File: src/rtl/scd_cfg.svh
`ifndef SCD_CFG_SVH
`define SCD_CFG_SVH
// Register byte offsets
`define SCD_OFS_DIVIDE     12'h000
`define SCD_OFS_SYNC_CTRL  12'h004
`define SCD_OFS_POWER      12'h008
`define SCD_OFS_STATUS     12'h00c
// Field positions
`define SCD_SYNC_EN_BIT    1
`define SCD_SYNC_ONCE_BIT  2
`define SCD_STAB_EN_BIT    0
`define SCD_STAB_OVR_BIT   1
// Reset values
`define SCD_DIVIDE_RST     3'h0
`define SCD_SYNC_RST       3'h0
`define SCD_POWER_RST      2'h0
`define SCD_STAB_RST       2'h0
// Divider ratio limits
`define SCD_RATIO_MIN      1
`define SCD_RATIO_MAX      8
// Stabiliser timing
`define SCD_CLK_MHZ        20
`define SCD_STAB_MIN_MHZ   20
`define SCD_RELOCK_NS      5000
`define SCD_RELOCK_CYC     ((`SCD_RELOCK_NS * `SCD_CLK_MHZ) / 1000)
// Wake-up count limits
`define SCD_WAKE_MAX       16'hffff
`define SCD_STBY_WAKE      16'h0004
`endif

File: src/rtl/scd_pkg.sv
package scd_pkg;
  typedef enum logic [1:0] {
    PWR_RUN,
    PWR_STANDBY,
    PWR_DOWN,
    PWR_WAKE
  } scd_pwr_t;

  typedef struct packed {
    logic       sync_en;
    logic       sync_once;
    logic [2:0] ratio_code;
  } scd_clk_cfg_t;

  typedef struct packed {
    logic reference_on;
    logic bias_on;
    logic clock_on;
    logic outputs_on;
  } scd_pwr_ctl_t;
endpackage

File: src/rtl/scd_regfile.sv
`timescale 1ns/1ps
`include "scd_cfg.svh"
module scd_regfile
  import scd_pkg::*;
(
  // Clock and reset
  input  wire logic        i_clk,
  input  wire logic        i_reset,
  // Write port
  input  wire logic        i_we,
  input  wire logic [1:0]  i_waddr,
  input  wire logic [31:0] i_wdata,
  input  wire logic [3:0]  i_wstrb,
  // Read port
  input  wire logic [1:0]  i_raddr,
  input  wire logic [31:0] i_status,
  output logic      [31:0] o_rdata,
  // Stored fields
  output logic      [2:0]  o_ratio_code,
  output logic      [2:0]  o_sync_bits,
  output logic      [1:0]  o_power_bits,
  output logic      [1:0]  o_stab_bits
);
  logic [2:0]  ratio_ff;
  logic [2:0]  nxt_ratio;
  logic [2:0]  sync_ff;
  logic [2:0]  nxt_sync;
  logic [1:0]  power_ff;
  logic [1:0]  nxt_power;
  logic [1:0]  stab_ff;
  logic [1:0]  nxt_stab;
  logic [31:0] rdata_ff;
  logic [31:0] nxt_rdata;

  always_comb
  begin
    nxt_ratio = ratio_ff;
    nxt_sync  = sync_ff;
    nxt_power = power_ff;
    nxt_stab  = stab_ff;
    if (i_we && i_wstrb[0])
    begin
      case (i_waddr)
        2'h0:    nxt_ratio = i_wdata[2:0];
        2'h1:    nxt_sync  = i_wdata[2:0];
        2'h2:    nxt_power = i_wdata[1:0];
        2'h3:    nxt_stab  = i_wdata[1:0];
        default: nxt_ratio = ratio_ff;
      endcase
    end
    case (i_raddr)
      2'h0:    nxt_rdata = {29'h0, ratio_ff};
      2'h1:    nxt_rdata = {29'h0, sync_ff};
      2'h2:    nxt_rdata = {30'h0, power_ff};
      2'h3:    nxt_rdata = {i_status[31:2], stab_ff};
      default: nxt_rdata = 32'h0;
    endcase
  end

  always_ff @(posedge i_clk or posedge i_reset)
  begin
    if (i_reset)
    begin
      ratio_ff <= `SCD_DIVIDE_RST;
      sync_ff  <= `SCD_SYNC_RST;
      power_ff <= `SCD_POWER_RST;
      stab_ff  <= `SCD_STAB_RST;
      rdata_ff <= 32'h0;
    end
    else
    begin
      ratio_ff <= nxt_ratio;
      sync_ff  <= nxt_sync;
      power_ff <= nxt_power;
      stab_ff  <= nxt_stab;
      rdata_ff <= nxt_rdata;
    end
  end

  assign o_ratio_code = ratio_ff;
  assign o_sync_bits  = sync_ff;
  assign o_power_bits = power_ff;
  assign o_stab_bits  = stab_ff;
  assign o_rdata      = rdata_ff;
endmodule

File: src/rtl/scd_top.sv
// Function
// - Divide the sample clock by a programmed integer from 1 to 8.
// - Two bits choose realign on every sync or first sync after write.
// - An accepted sync returns the divider to its initial state.
// - Sync input passes a two-stage synchroniser before acting.
// - Stabiliser makes the internal clock high for half its period.
// - Stabiliser need not operate below about 20 MHz input clock.
// - Power-down entered from register command or high power-down pin.
// - Output drivers are disabled while powered down.
// - Low power-down pin returns the device to normal operation.
// - Power-down stops reference, bias, clock; wake time tracks down time.
// - Register standby keeps reference powered for quicker wake-up.
// - Strap pin low disables stabiliser, high enables; enabled by default.
`timescale 1ns/1ps
`include "scd_cfg.svh"
module scd_top
  import scd_pkg::*;
(
  // Clock and reset
  input  wire logic        I_CLK,
  input  wire logic        I_RESET,
  // AXI4-Lite write address
  input  wire logic [11:0] I_AWADDR,
  input  wire logic        I_AWVALID,
  output logic             O_AWREADY,
  // AXI4-Lite write data
  input  wire logic [31:0] I_WDATA,
  input  wire logic [3:0]  I_WSTRB,
  input  wire logic        I_WVALID,
  output logic             O_WREADY,
  // AXI4-Lite write response
  output logic      [1:0]  O_BRESP,
  output logic             O_BVALID,
  input  wire logic        I_BREADY,
  // AXI4-Lite read address
  input  wire logic [11:0] I_ARADDR,
  input  wire logic        I_ARVALID,
  output logic             O_ARREADY,
  // AXI4-Lite read data
  output logic      [31:0] O_RDATA,
  output logic      [1:0]  O_RRESP,
  output logic             O_RVALID,
  input  wire logic        I_RREADY,
  // Pins
  input  wire logic        I_SYNC,
  input  wire logic        I_POWER_DOWN_PIN,
  input  wire logic        I_SERIAL_IO_STABILISER_STRAP,
  // Clock and power outputs
  output logic             O_SAMPLE_CLK,
  output logic             O_SAMPLE_STROBE,
  output logic             O_DUTY_CYCLE_STABILISER,
  output logic             O_REFERENCE_ON,
  output logic             O_BIAS_ON,
  output logic             O_CLOCK_ON,
  output logic             O_OUTPUT_ENABLE
);
  localparam logic STAB_RATE_OK = (`SCD_CLK_MHZ >= `SCD_STAB_MIN_MHZ);

  // Bus slave state
  logic        aw_ff,   nxt_aw;
  logic [11:0] awa_ff,  nxt_awa;
  logic        w_ff,    nxt_w;
  logic [31:0] wd_ff,   nxt_wd;
  logic [3:0]  ws_ff,   nxt_ws;
  logic        bv_ff,   nxt_bv;
  logic [1:0]  br_ff,   nxt_br;
  logic        ar_ff,   nxt_ar;
  logic [11:0] ara_ff,  nxt_ara;
  logic        rv_ff,   nxt_rv;
  logic [1:0]  rr_ff,   nxt_rr;
  logic        awrdy_ff, nxt_awrdy;
  logic        wrdy_ff,  nxt_wrdy;
  logic        ardy_ff,  nxt_ardy;
  logic [31:0] rdat_ff,  nxt_rdat;
  logic        wr_go;
  logic        rd_go;
  logic [31:0] rf_rdata;
  logic [31:0] status;
  logic [2:0]  ratio_code;
  logic [2:0]  sync_bits;
  logic [1:0]  power_bits;
  logic [1:0]  stab_bits;

  function automatic logic addr_ok(input logic [11:0] a);
    addr_ok = (a[1:0] == 2'h0) && (a[11:4] == 8'h0);
  endfunction

  always_comb
  begin
    nxt_aw  = aw_ff;
    nxt_awa = awa_ff;
    nxt_w   = w_ff;
    nxt_wd  = wd_ff;
    nxt_ws  = ws_ff;
    nxt_bv  = bv_ff;
    nxt_br  = br_ff;
    nxt_ar  = ar_ff;
    nxt_ara = ara_ff;
    nxt_rv  = rv_ff;
    nxt_rr  = rr_ff;
    nxt_rdat = rdat_ff;
    wr_go   = 1'b0;
    rd_go   = 1'b0;
    if (I_AWVALID && !aw_ff && !bv_ff)
    begin
      nxt_aw  = 1'b1;
      nxt_awa = I_AWADDR;
    end
    if (I_WVALID && !w_ff && !bv_ff)
    begin
      nxt_w  = 1'b1;
      nxt_wd = I_WDATA;
      nxt_ws = I_WSTRB;
    end
    if (aw_ff && w_ff && !bv_ff)
    begin
      wr_go  = addr_ok(awa_ff);
      nxt_aw = 1'b0;
      nxt_w  = 1'b0;
      nxt_bv = 1'b1;
      nxt_br = addr_ok(awa_ff) ? 2'h0 : 2'h2;
    end
    if (bv_ff && I_BREADY)
      nxt_bv = 1'b0;
    if (I_ARVALID && !ar_ff && !rv_ff)
    begin
      nxt_ar  = 1'b1;
      nxt_ara = I_ARADDR;
    end
    if (ar_ff)
    begin
      rd_go  = 1'b1;
      nxt_ar = 1'b0;
    end
    if (rd_go)
    begin
      nxt_rv = 1'b1;
      nxt_rr = addr_ok(ara_ff) ? 2'h0 : 2'h2;
      nxt_rdat = addr_ok(ara_ff) ? rf_rdata : 32'h0;
    end
    if (rv_ff && I_RREADY)
      nxt_rv = 1'b0;
    // Readies are registered copies of the next idle state
    nxt_awrdy = !nxt_aw && !nxt_bv;
    nxt_wrdy  = !nxt_w && !nxt_bv;
    nxt_ardy  = !nxt_ar && !nxt_rv;
  end

  always_ff @(posedge I_CLK or posedge I_RESET)
  begin
    if (I_RESET)
    begin
      aw_ff  <= 1'b0;
      awa_ff <= 12'h0;
      w_ff   <= 1'b0;
      wd_ff  <= 32'h0;
      ws_ff  <= 4'h0;
      bv_ff  <= 1'b0;
      br_ff  <= 2'h0;
      ar_ff  <= 1'b0;
      ara_ff <= 12'h0;
      rv_ff  <= 1'b0;
      rr_ff  <= 2'h0;
      awrdy_ff <= 1'b1;
      wrdy_ff  <= 1'b1;
      ardy_ff  <= 1'b1;
      rdat_ff  <= 32'h0;
    end
    else
    begin
      aw_ff  <= nxt_aw;
      awa_ff <= nxt_awa;
      w_ff   <= nxt_w;
      wd_ff  <= nxt_wd;
      ws_ff  <= nxt_ws;
      bv_ff  <= nxt_bv;
      br_ff  <= nxt_br;
      ar_ff  <= nxt_ar;
      ara_ff <= nxt_ara;
      rv_ff  <= nxt_rv;
      rr_ff  <= nxt_rr;
      awrdy_ff <= nxt_awrdy;
      wrdy_ff  <= nxt_wrdy;
      ardy_ff  <= nxt_ardy;
      rdat_ff  <= nxt_rdat;
    end
  end

  scd_regfile u_regs (
    .i_clk        (I_CLK),
    .i_reset      (I_RESET),
    .i_we         (wr_go),
    .i_waddr      (awa_ff[3:2]),
    .i_wdata      (wd_ff),
    .i_wstrb      (ws_ff),
    .i_raddr      (nxt_ara[3:2]),
    .i_status     (status),
    .o_rdata      (rf_rdata),
    .o_ratio_code (ratio_code),
    .o_sync_bits  (sync_bits),
    .o_power_bits (power_bits),
    .o_stab_bits  (stab_bits)
  );

  // Sync synchroniser, divider and realign control
  logic [2:0]  sy_ff;
  logic [2:0]  nxt_sy;
  logic        armed_ff, nxt_armed;
  logic [2:0]  cnt_ff,   nxt_cnt;
  logic        sclk_ff,  nxt_sclk;
  logic        stb_ff,   nxt_stb;
  logic        sync_rise;
  logic        sync_take;
  logic [3:0]  ratio_n;
  logic [2:0]  half_n;
  logic        sync_wr;
  scd_pwr_ctl_t ctl;
  logic        stab_on;

  assign sync_wr   = wr_go && (awa_ff == `SCD_OFS_SYNC_CTRL) && ws_ff[0];
  assign sync_rise = sy_ff[1] && !sy_ff[2];
  assign ratio_n   = {1'b0, ratio_code} + 4'h1;
  assign half_n    = ratio_n[3:1];
  assign sync_take = sync_rise && sync_bits[`SCD_SYNC_EN_BIT]
                     && (!sync_bits[`SCD_SYNC_ONCE_BIT] || armed_ff);

  always_comb
  begin
    nxt_sy    = {sy_ff[1:0], I_SYNC};
    nxt_armed = armed_ff;
    if (sync_take)
      nxt_armed = 1'b0;
    if (sync_wr)
      nxt_armed = 1'b1;
    nxt_stb  = 1'b0;
    nxt_cnt  = cnt_ff;
    nxt_sclk = sclk_ff;
    if (!ctl.clock_on || sync_take)
    begin
      nxt_cnt  = 3'h0;
      nxt_sclk = 1'b0;
    end
    else
    begin
      if (cnt_ff >= ratio_code)
        nxt_cnt = 3'h0;
      else
        nxt_cnt = cnt_ff + 3'h1;
      if (nxt_cnt == 3'h0)
      begin
        nxt_sclk = 1'b1;
        nxt_stb  = 1'b1;
      end
      else if (stab_on ? ({1'b0, nxt_cnt} == {1'b0, half_n}) : (nxt_cnt == 3'h1))
        nxt_sclk = (ratio_code == 3'h0);
    end
  end

  always_ff @(posedge I_CLK or posedge I_RESET)
  begin
    if (I_RESET)
    begin
      sy_ff    <= 3'h0;
      armed_ff <= 1'b0;
      cnt_ff   <= 3'h0;
      sclk_ff  <= 1'b0;
      stb_ff   <= 1'b0;
    end
    else
    begin
      sy_ff    <= nxt_sy;
      armed_ff <= nxt_armed;
      cnt_ff   <= nxt_cnt;
      sclk_ff  <= nxt_sclk;
      stb_ff   <= nxt_stb;
    end
  end

  // Power control and stabiliser enable
  scd_pwr_t     pwr_ff, nxt_pwr;
  logic [15:0]  down_ff, nxt_down;
  logic         pwr_req;
  logic         stby_req;

  assign pwr_req  = I_POWER_DOWN_PIN || power_bits[0];
  assign stby_req = power_bits[1];
  // Strap picks the stabiliser state unless software overrides it
  assign stab_on  = STAB_RATE_OK && (stab_bits[`SCD_STAB_OVR_BIT] ? stab_bits[`SCD_STAB_EN_BIT]
                    : I_SERIAL_IO_STABILISER_STRAP);
  assign status   = {12'h0, down_ff, pwr_ff, 2'h0};

  always_comb
  begin
    nxt_pwr  = pwr_ff;
    nxt_down = down_ff;
    case (pwr_ff)
      PWR_RUN:
      begin
        nxt_down = 16'h0;
        if (pwr_req)
          nxt_pwr = PWR_DOWN;
        else if (stby_req)
          nxt_pwr = PWR_STANDBY;
      end
      PWR_STANDBY:
      begin
        if (pwr_req)
          nxt_pwr = PWR_DOWN;
        else if (!stby_req)
        begin
          nxt_pwr  = PWR_WAKE;
          nxt_down = `SCD_STBY_WAKE;
        end
      end
      PWR_DOWN:
      begin
        if (down_ff != `SCD_WAKE_MAX)
          nxt_down = down_ff + 16'h1;
        if (!pwr_req)
          nxt_pwr = stby_req ? PWR_STANDBY : PWR_WAKE;
      end
      PWR_WAKE:
      begin
        if (pwr_req)
          nxt_pwr = PWR_DOWN;
        else if (down_ff == 16'h0)
          nxt_pwr = PWR_RUN;
        else
          nxt_down = down_ff - 16'h1;
      end
      default: nxt_pwr = PWR_RUN;
    endcase
    ctl.reference_on = (pwr_ff != PWR_DOWN);
    ctl.bias_on      = (pwr_ff == PWR_RUN) || (pwr_ff == PWR_WAKE);
    ctl.clock_on     = (pwr_ff == PWR_RUN);
    ctl.outputs_on   = (pwr_ff == PWR_RUN);
  end

  always_ff @(posedge I_CLK or posedge I_RESET)
  begin
    if (I_RESET)
    begin
      pwr_ff  <= PWR_RUN;
      down_ff <= 16'h0;
    end
    else
    begin
      pwr_ff  <= nxt_pwr;
      down_ff <= nxt_down;
    end
  end

  // Registered outputs
  logic [6:0] out_ff;
  always_ff @(posedge I_CLK or posedge I_RESET)
  begin
    if (I_RESET)
      out_ff <= 7'h0;
    else
      out_ff <= {stab_on, ctl.reference_on, ctl.bias_on, ctl.clock_on,
                 ctl.outputs_on, 2'h0};
  end

  assign O_AWREADY  = awrdy_ff;
  assign O_WREADY   = wrdy_ff;
  assign O_BVALID   = bv_ff;
  assign O_BRESP    = br_ff;
  assign O_ARREADY  = ardy_ff;
  assign O_RVALID   = rv_ff;
  assign O_RRESP    = rr_ff;
  assign O_RDATA    = rdat_ff;
  assign O_SAMPLE_CLK            = sclk_ff;
  assign O_SAMPLE_STROBE         = stb_ff;
  assign O_DUTY_CYCLE_STABILISER = out_ff[6];
  assign O_REFERENCE_ON          = out_ff[5];
  assign O_BIAS_ON               = out_ff[4];
  assign O_CLOCK_ON              = out_ff[3];
  assign O_OUTPUT_ENABLE         = out_ff[2];
endmodule

File: config.mk
export PLATFORM = sky130hd
export DESIGN_NAME = scd_top
export DESIGN_NICKNAME = d
export VERILOG_FILES = /design/src/rtl/scd_pkg.sv /design/src/rtl/scd_regfile.sv /design/src/rtl/scd_top.sv
export VERILOG_INCLUDE_DIRS = /design/src /design/src/rtl
export SDC_FILE = /design/constraint.sdc
export NUM_CORES = 1
export LEC_CHECK = 0
export BUFFER_PORTS_ARGS = -buffer_cell sky130_fd_sc_hd__buf_4
export CAP_MARGIN = 20
export CORE_AREA = 2 2 125 127
export DETAILED_ROUTE_END_ITERATION = 12
export DIE_AREA = 0 0 127 129
export PLACE_DENSITY = 0.87
export REMOVE_ABC_BUFFERS = 1
export SYNTH_ARGS = -nofsm -noshare
export SYNTH_HDL_FRONTEND = slang
export SYNTH_HIERARCHICAL = 1
export SYNTH_SLANG_ARGS = --single-unit
File: constraint.sdc
create_clock -name I_CLK -period 10.6 [get_ports I_CLK]
set_input_delay 0 -clock I_CLK [delete_from_list [all_inputs] [get_ports I_CLK]]
set_output_delay 0 -clock I_CLK [all_outputs]
set_load 0.005 [all_outputs]
==> flow_metrics.tcl <==
set metrics [dict create \
    outcome "completed" \
    finalCriticalPeriod_ps 3330 \
    dieArea_um2 16400 \
    vias 5534 \
    ant_nets 0 \
    cts_max_level 4 \
    cts_tree "yes" \
    endpoint_kind "register" \
    crit_top_cell "ha_1" \
    setup_violations 0 \
    post_drt_wl_per_cell_um 16.2 \
    clockBufferDepth 2 \
    cts_buffers 17 \
    io_buffers 83 \
    grt_first_pass_wirelength_um 26400 \
    start_util_pct 46.3 \
    nets 876 \
    insertion_delay_ps 420 \
    synth.cell_area_um2 6940 \
    syn_inst 686 \
    start_kind "register" \
    worstHoldPathType "primary input to register" \
    grt_max_degree 68 \
    required_ps 10910 \
    crit_buf_inv 1 \
    regArea_um2 3580 \
    slowest_stage "o41ai_1" \
    totalWireLength_um 16100 \
    max_freq_mhz 300 \
    avgSynthCellArea_um2 10.1 \
    drive_gt1_share_pct 22.0 \
    post-cts-setup-buffers 0 \
    antenna_found_initial 0 \
    final_max_slew_viol_count 0 \
    grt_overflow 0 \
    initialDrtViolationCount 415 \
    fillers 1193 \
    drc 0 \
    final_util_pct 57.4 \
    clk_pin_slew_worst_paths_ps 60 \
    maxCapViolCount 0 \
    fp-row-count 45 \
    pin_count 118 \
    clock_sinks 143 \
    crit_type "register to register" \
    cp_max_fo 53 \
    avgViaCountPerCell 5.58 \
    cts_hold_buf 32 \
    reg2reg_depth 10 \
    grt_pass1_vias 5393 \
    cts_resized 0 \
    globalplace.congestion 0.906 \
    finalHoldViolations 0 \
    path_depth 10 \
    tns_ps 0 \
    arrival_ps 3640 \
    cts_root_buf "clkbuf_16" \
    cpLargestDelayFamily "compound AO/OA/AOI/OAI gates" \
    whs_path_depth 2 \
    syn2layout_area_growth_pct 23.9 \
    ir_drop_mv 0.156 \
    rsz0062_at_grt "false" \
    leakagePower_nw 3.98 \
    die_w_um 127 \
    slew_headroom_pct 32.1 \
    ys_warn_count 6 \
    antenna_cells 0 \
    clock_skew_ps 6.38 \
    multi_input_area_um2 3000 \
    worst_slew_pin_slew_ps 1020 \
    dp_hpwl_um 10000 \
    grt_use_total_pct 20.3 \
    p_per_area_nw_per_um2 240 \
    core-area_um2 15000 \
    die_y_um 129 \
    min_period_over_period_pct 31.4 \
    path_cells "ha_1, buf_4, xor2_1, ha_1, nand4_1, o41ai_1, nor2_1, and2_1, o2111a_1, a221o_1" \
    firstDrtPassIters 6 \
    cpPeakStageDelay_ps 570 \
]
==> flip-flops by register name, summed over array words and instances, names as in the netlist, 2 cells and up <==
register,cells
O_RDATA,32
u_regs/o_rdata,32
down_ff,16
ara_ff,12
awa_ff,12
out_ff,4
cnt_ff,3
sy_ff,3
u_regs/o_ratio_code,3
u_regs/o_sync_bits,3
wd_ff,3
pwr_ff,2
u_regs/o_power_bits,2
u_regs/o_stab_bits,2
==> stage by stage <==
stage	hold slack, ps	instances	cell area, µm²	setup WS, ps	power, mW
final	25.4	992	8590	7270	2.06
after global routing	39.1	992	8590	6970	2.19
after CTS	16.4	991	8590	7120	2.06
after detailed placement	57.0	927	7690	7170	1.46
after global placement	46.4	927	7690	7240	1.43
after floorplan	31.4	652	6780	6930	1.25
==> where the power goes <==
group          leakage [nW]  switching [mW]  internal [mW]
logic                  1.84           0.369          0.288
clock network         0.281           0.230          0.354
registers              1.86           0.142          0.678
==> final timing paths <==
kind / slack [ps] / to / start
worst max-delay path: 7270 / down_ff[12] / pwr_ff[1]
worst min-delay path: 30 / ar_ff / I_ARVALID
worst max register to register: 7270 / down_ff[12] / pwr_ff[1]
worst min register to register: 350 / sy_ff[1] / sy_ff[0]
max in group asynchronous: 9220 / sy_ff[2] / I_RESET
min in group asynchronous: 160 / ara_ff[10] / I_RESET
==> cell usage in the layout (no fill, tap or decap), types with 7 or more instances in the layout <==
cell type,n
inv_1,54
nor4_1,11
dlygate4sd3_1,32
nor2_1,37
o211ai_1,8
and3_1,33
clkbuf_16,17
a31oi_1,7
buf_4,87
conb_1,14
a21oi_1,20
ha_1,15
mux2_2,36
o21ai_0,62
nand2_1,69
nor2b_1,8
dfrtp_1,140
nor3_1,11
nand4_1,7
==> layer usage <==
metal  track usage [%]  routed length, µm  up-vias  share of wire [%]
li1                  -                  -     2614                  -
met1              25.1               6610     2741                 41
met2              35.4               8420      160                 52
met3              4.32                812       19                5.1
met4              7.11                232        0                1.4
met5                 0                  0        -                  0
==> final cells by class <==
type | count | area share (%)
inverters | 56 | 2.48
well taps | 188 | 2.74
flip-flops and latches | 143 | 41.7
repair buffers | 120 | 11.4
clock buffers | 20 | 5.20
multi-input cells | 453 | 34.9
clock inverters | 12 | 1.56
No activity file was read; power rests on OpenSTA's default activity.
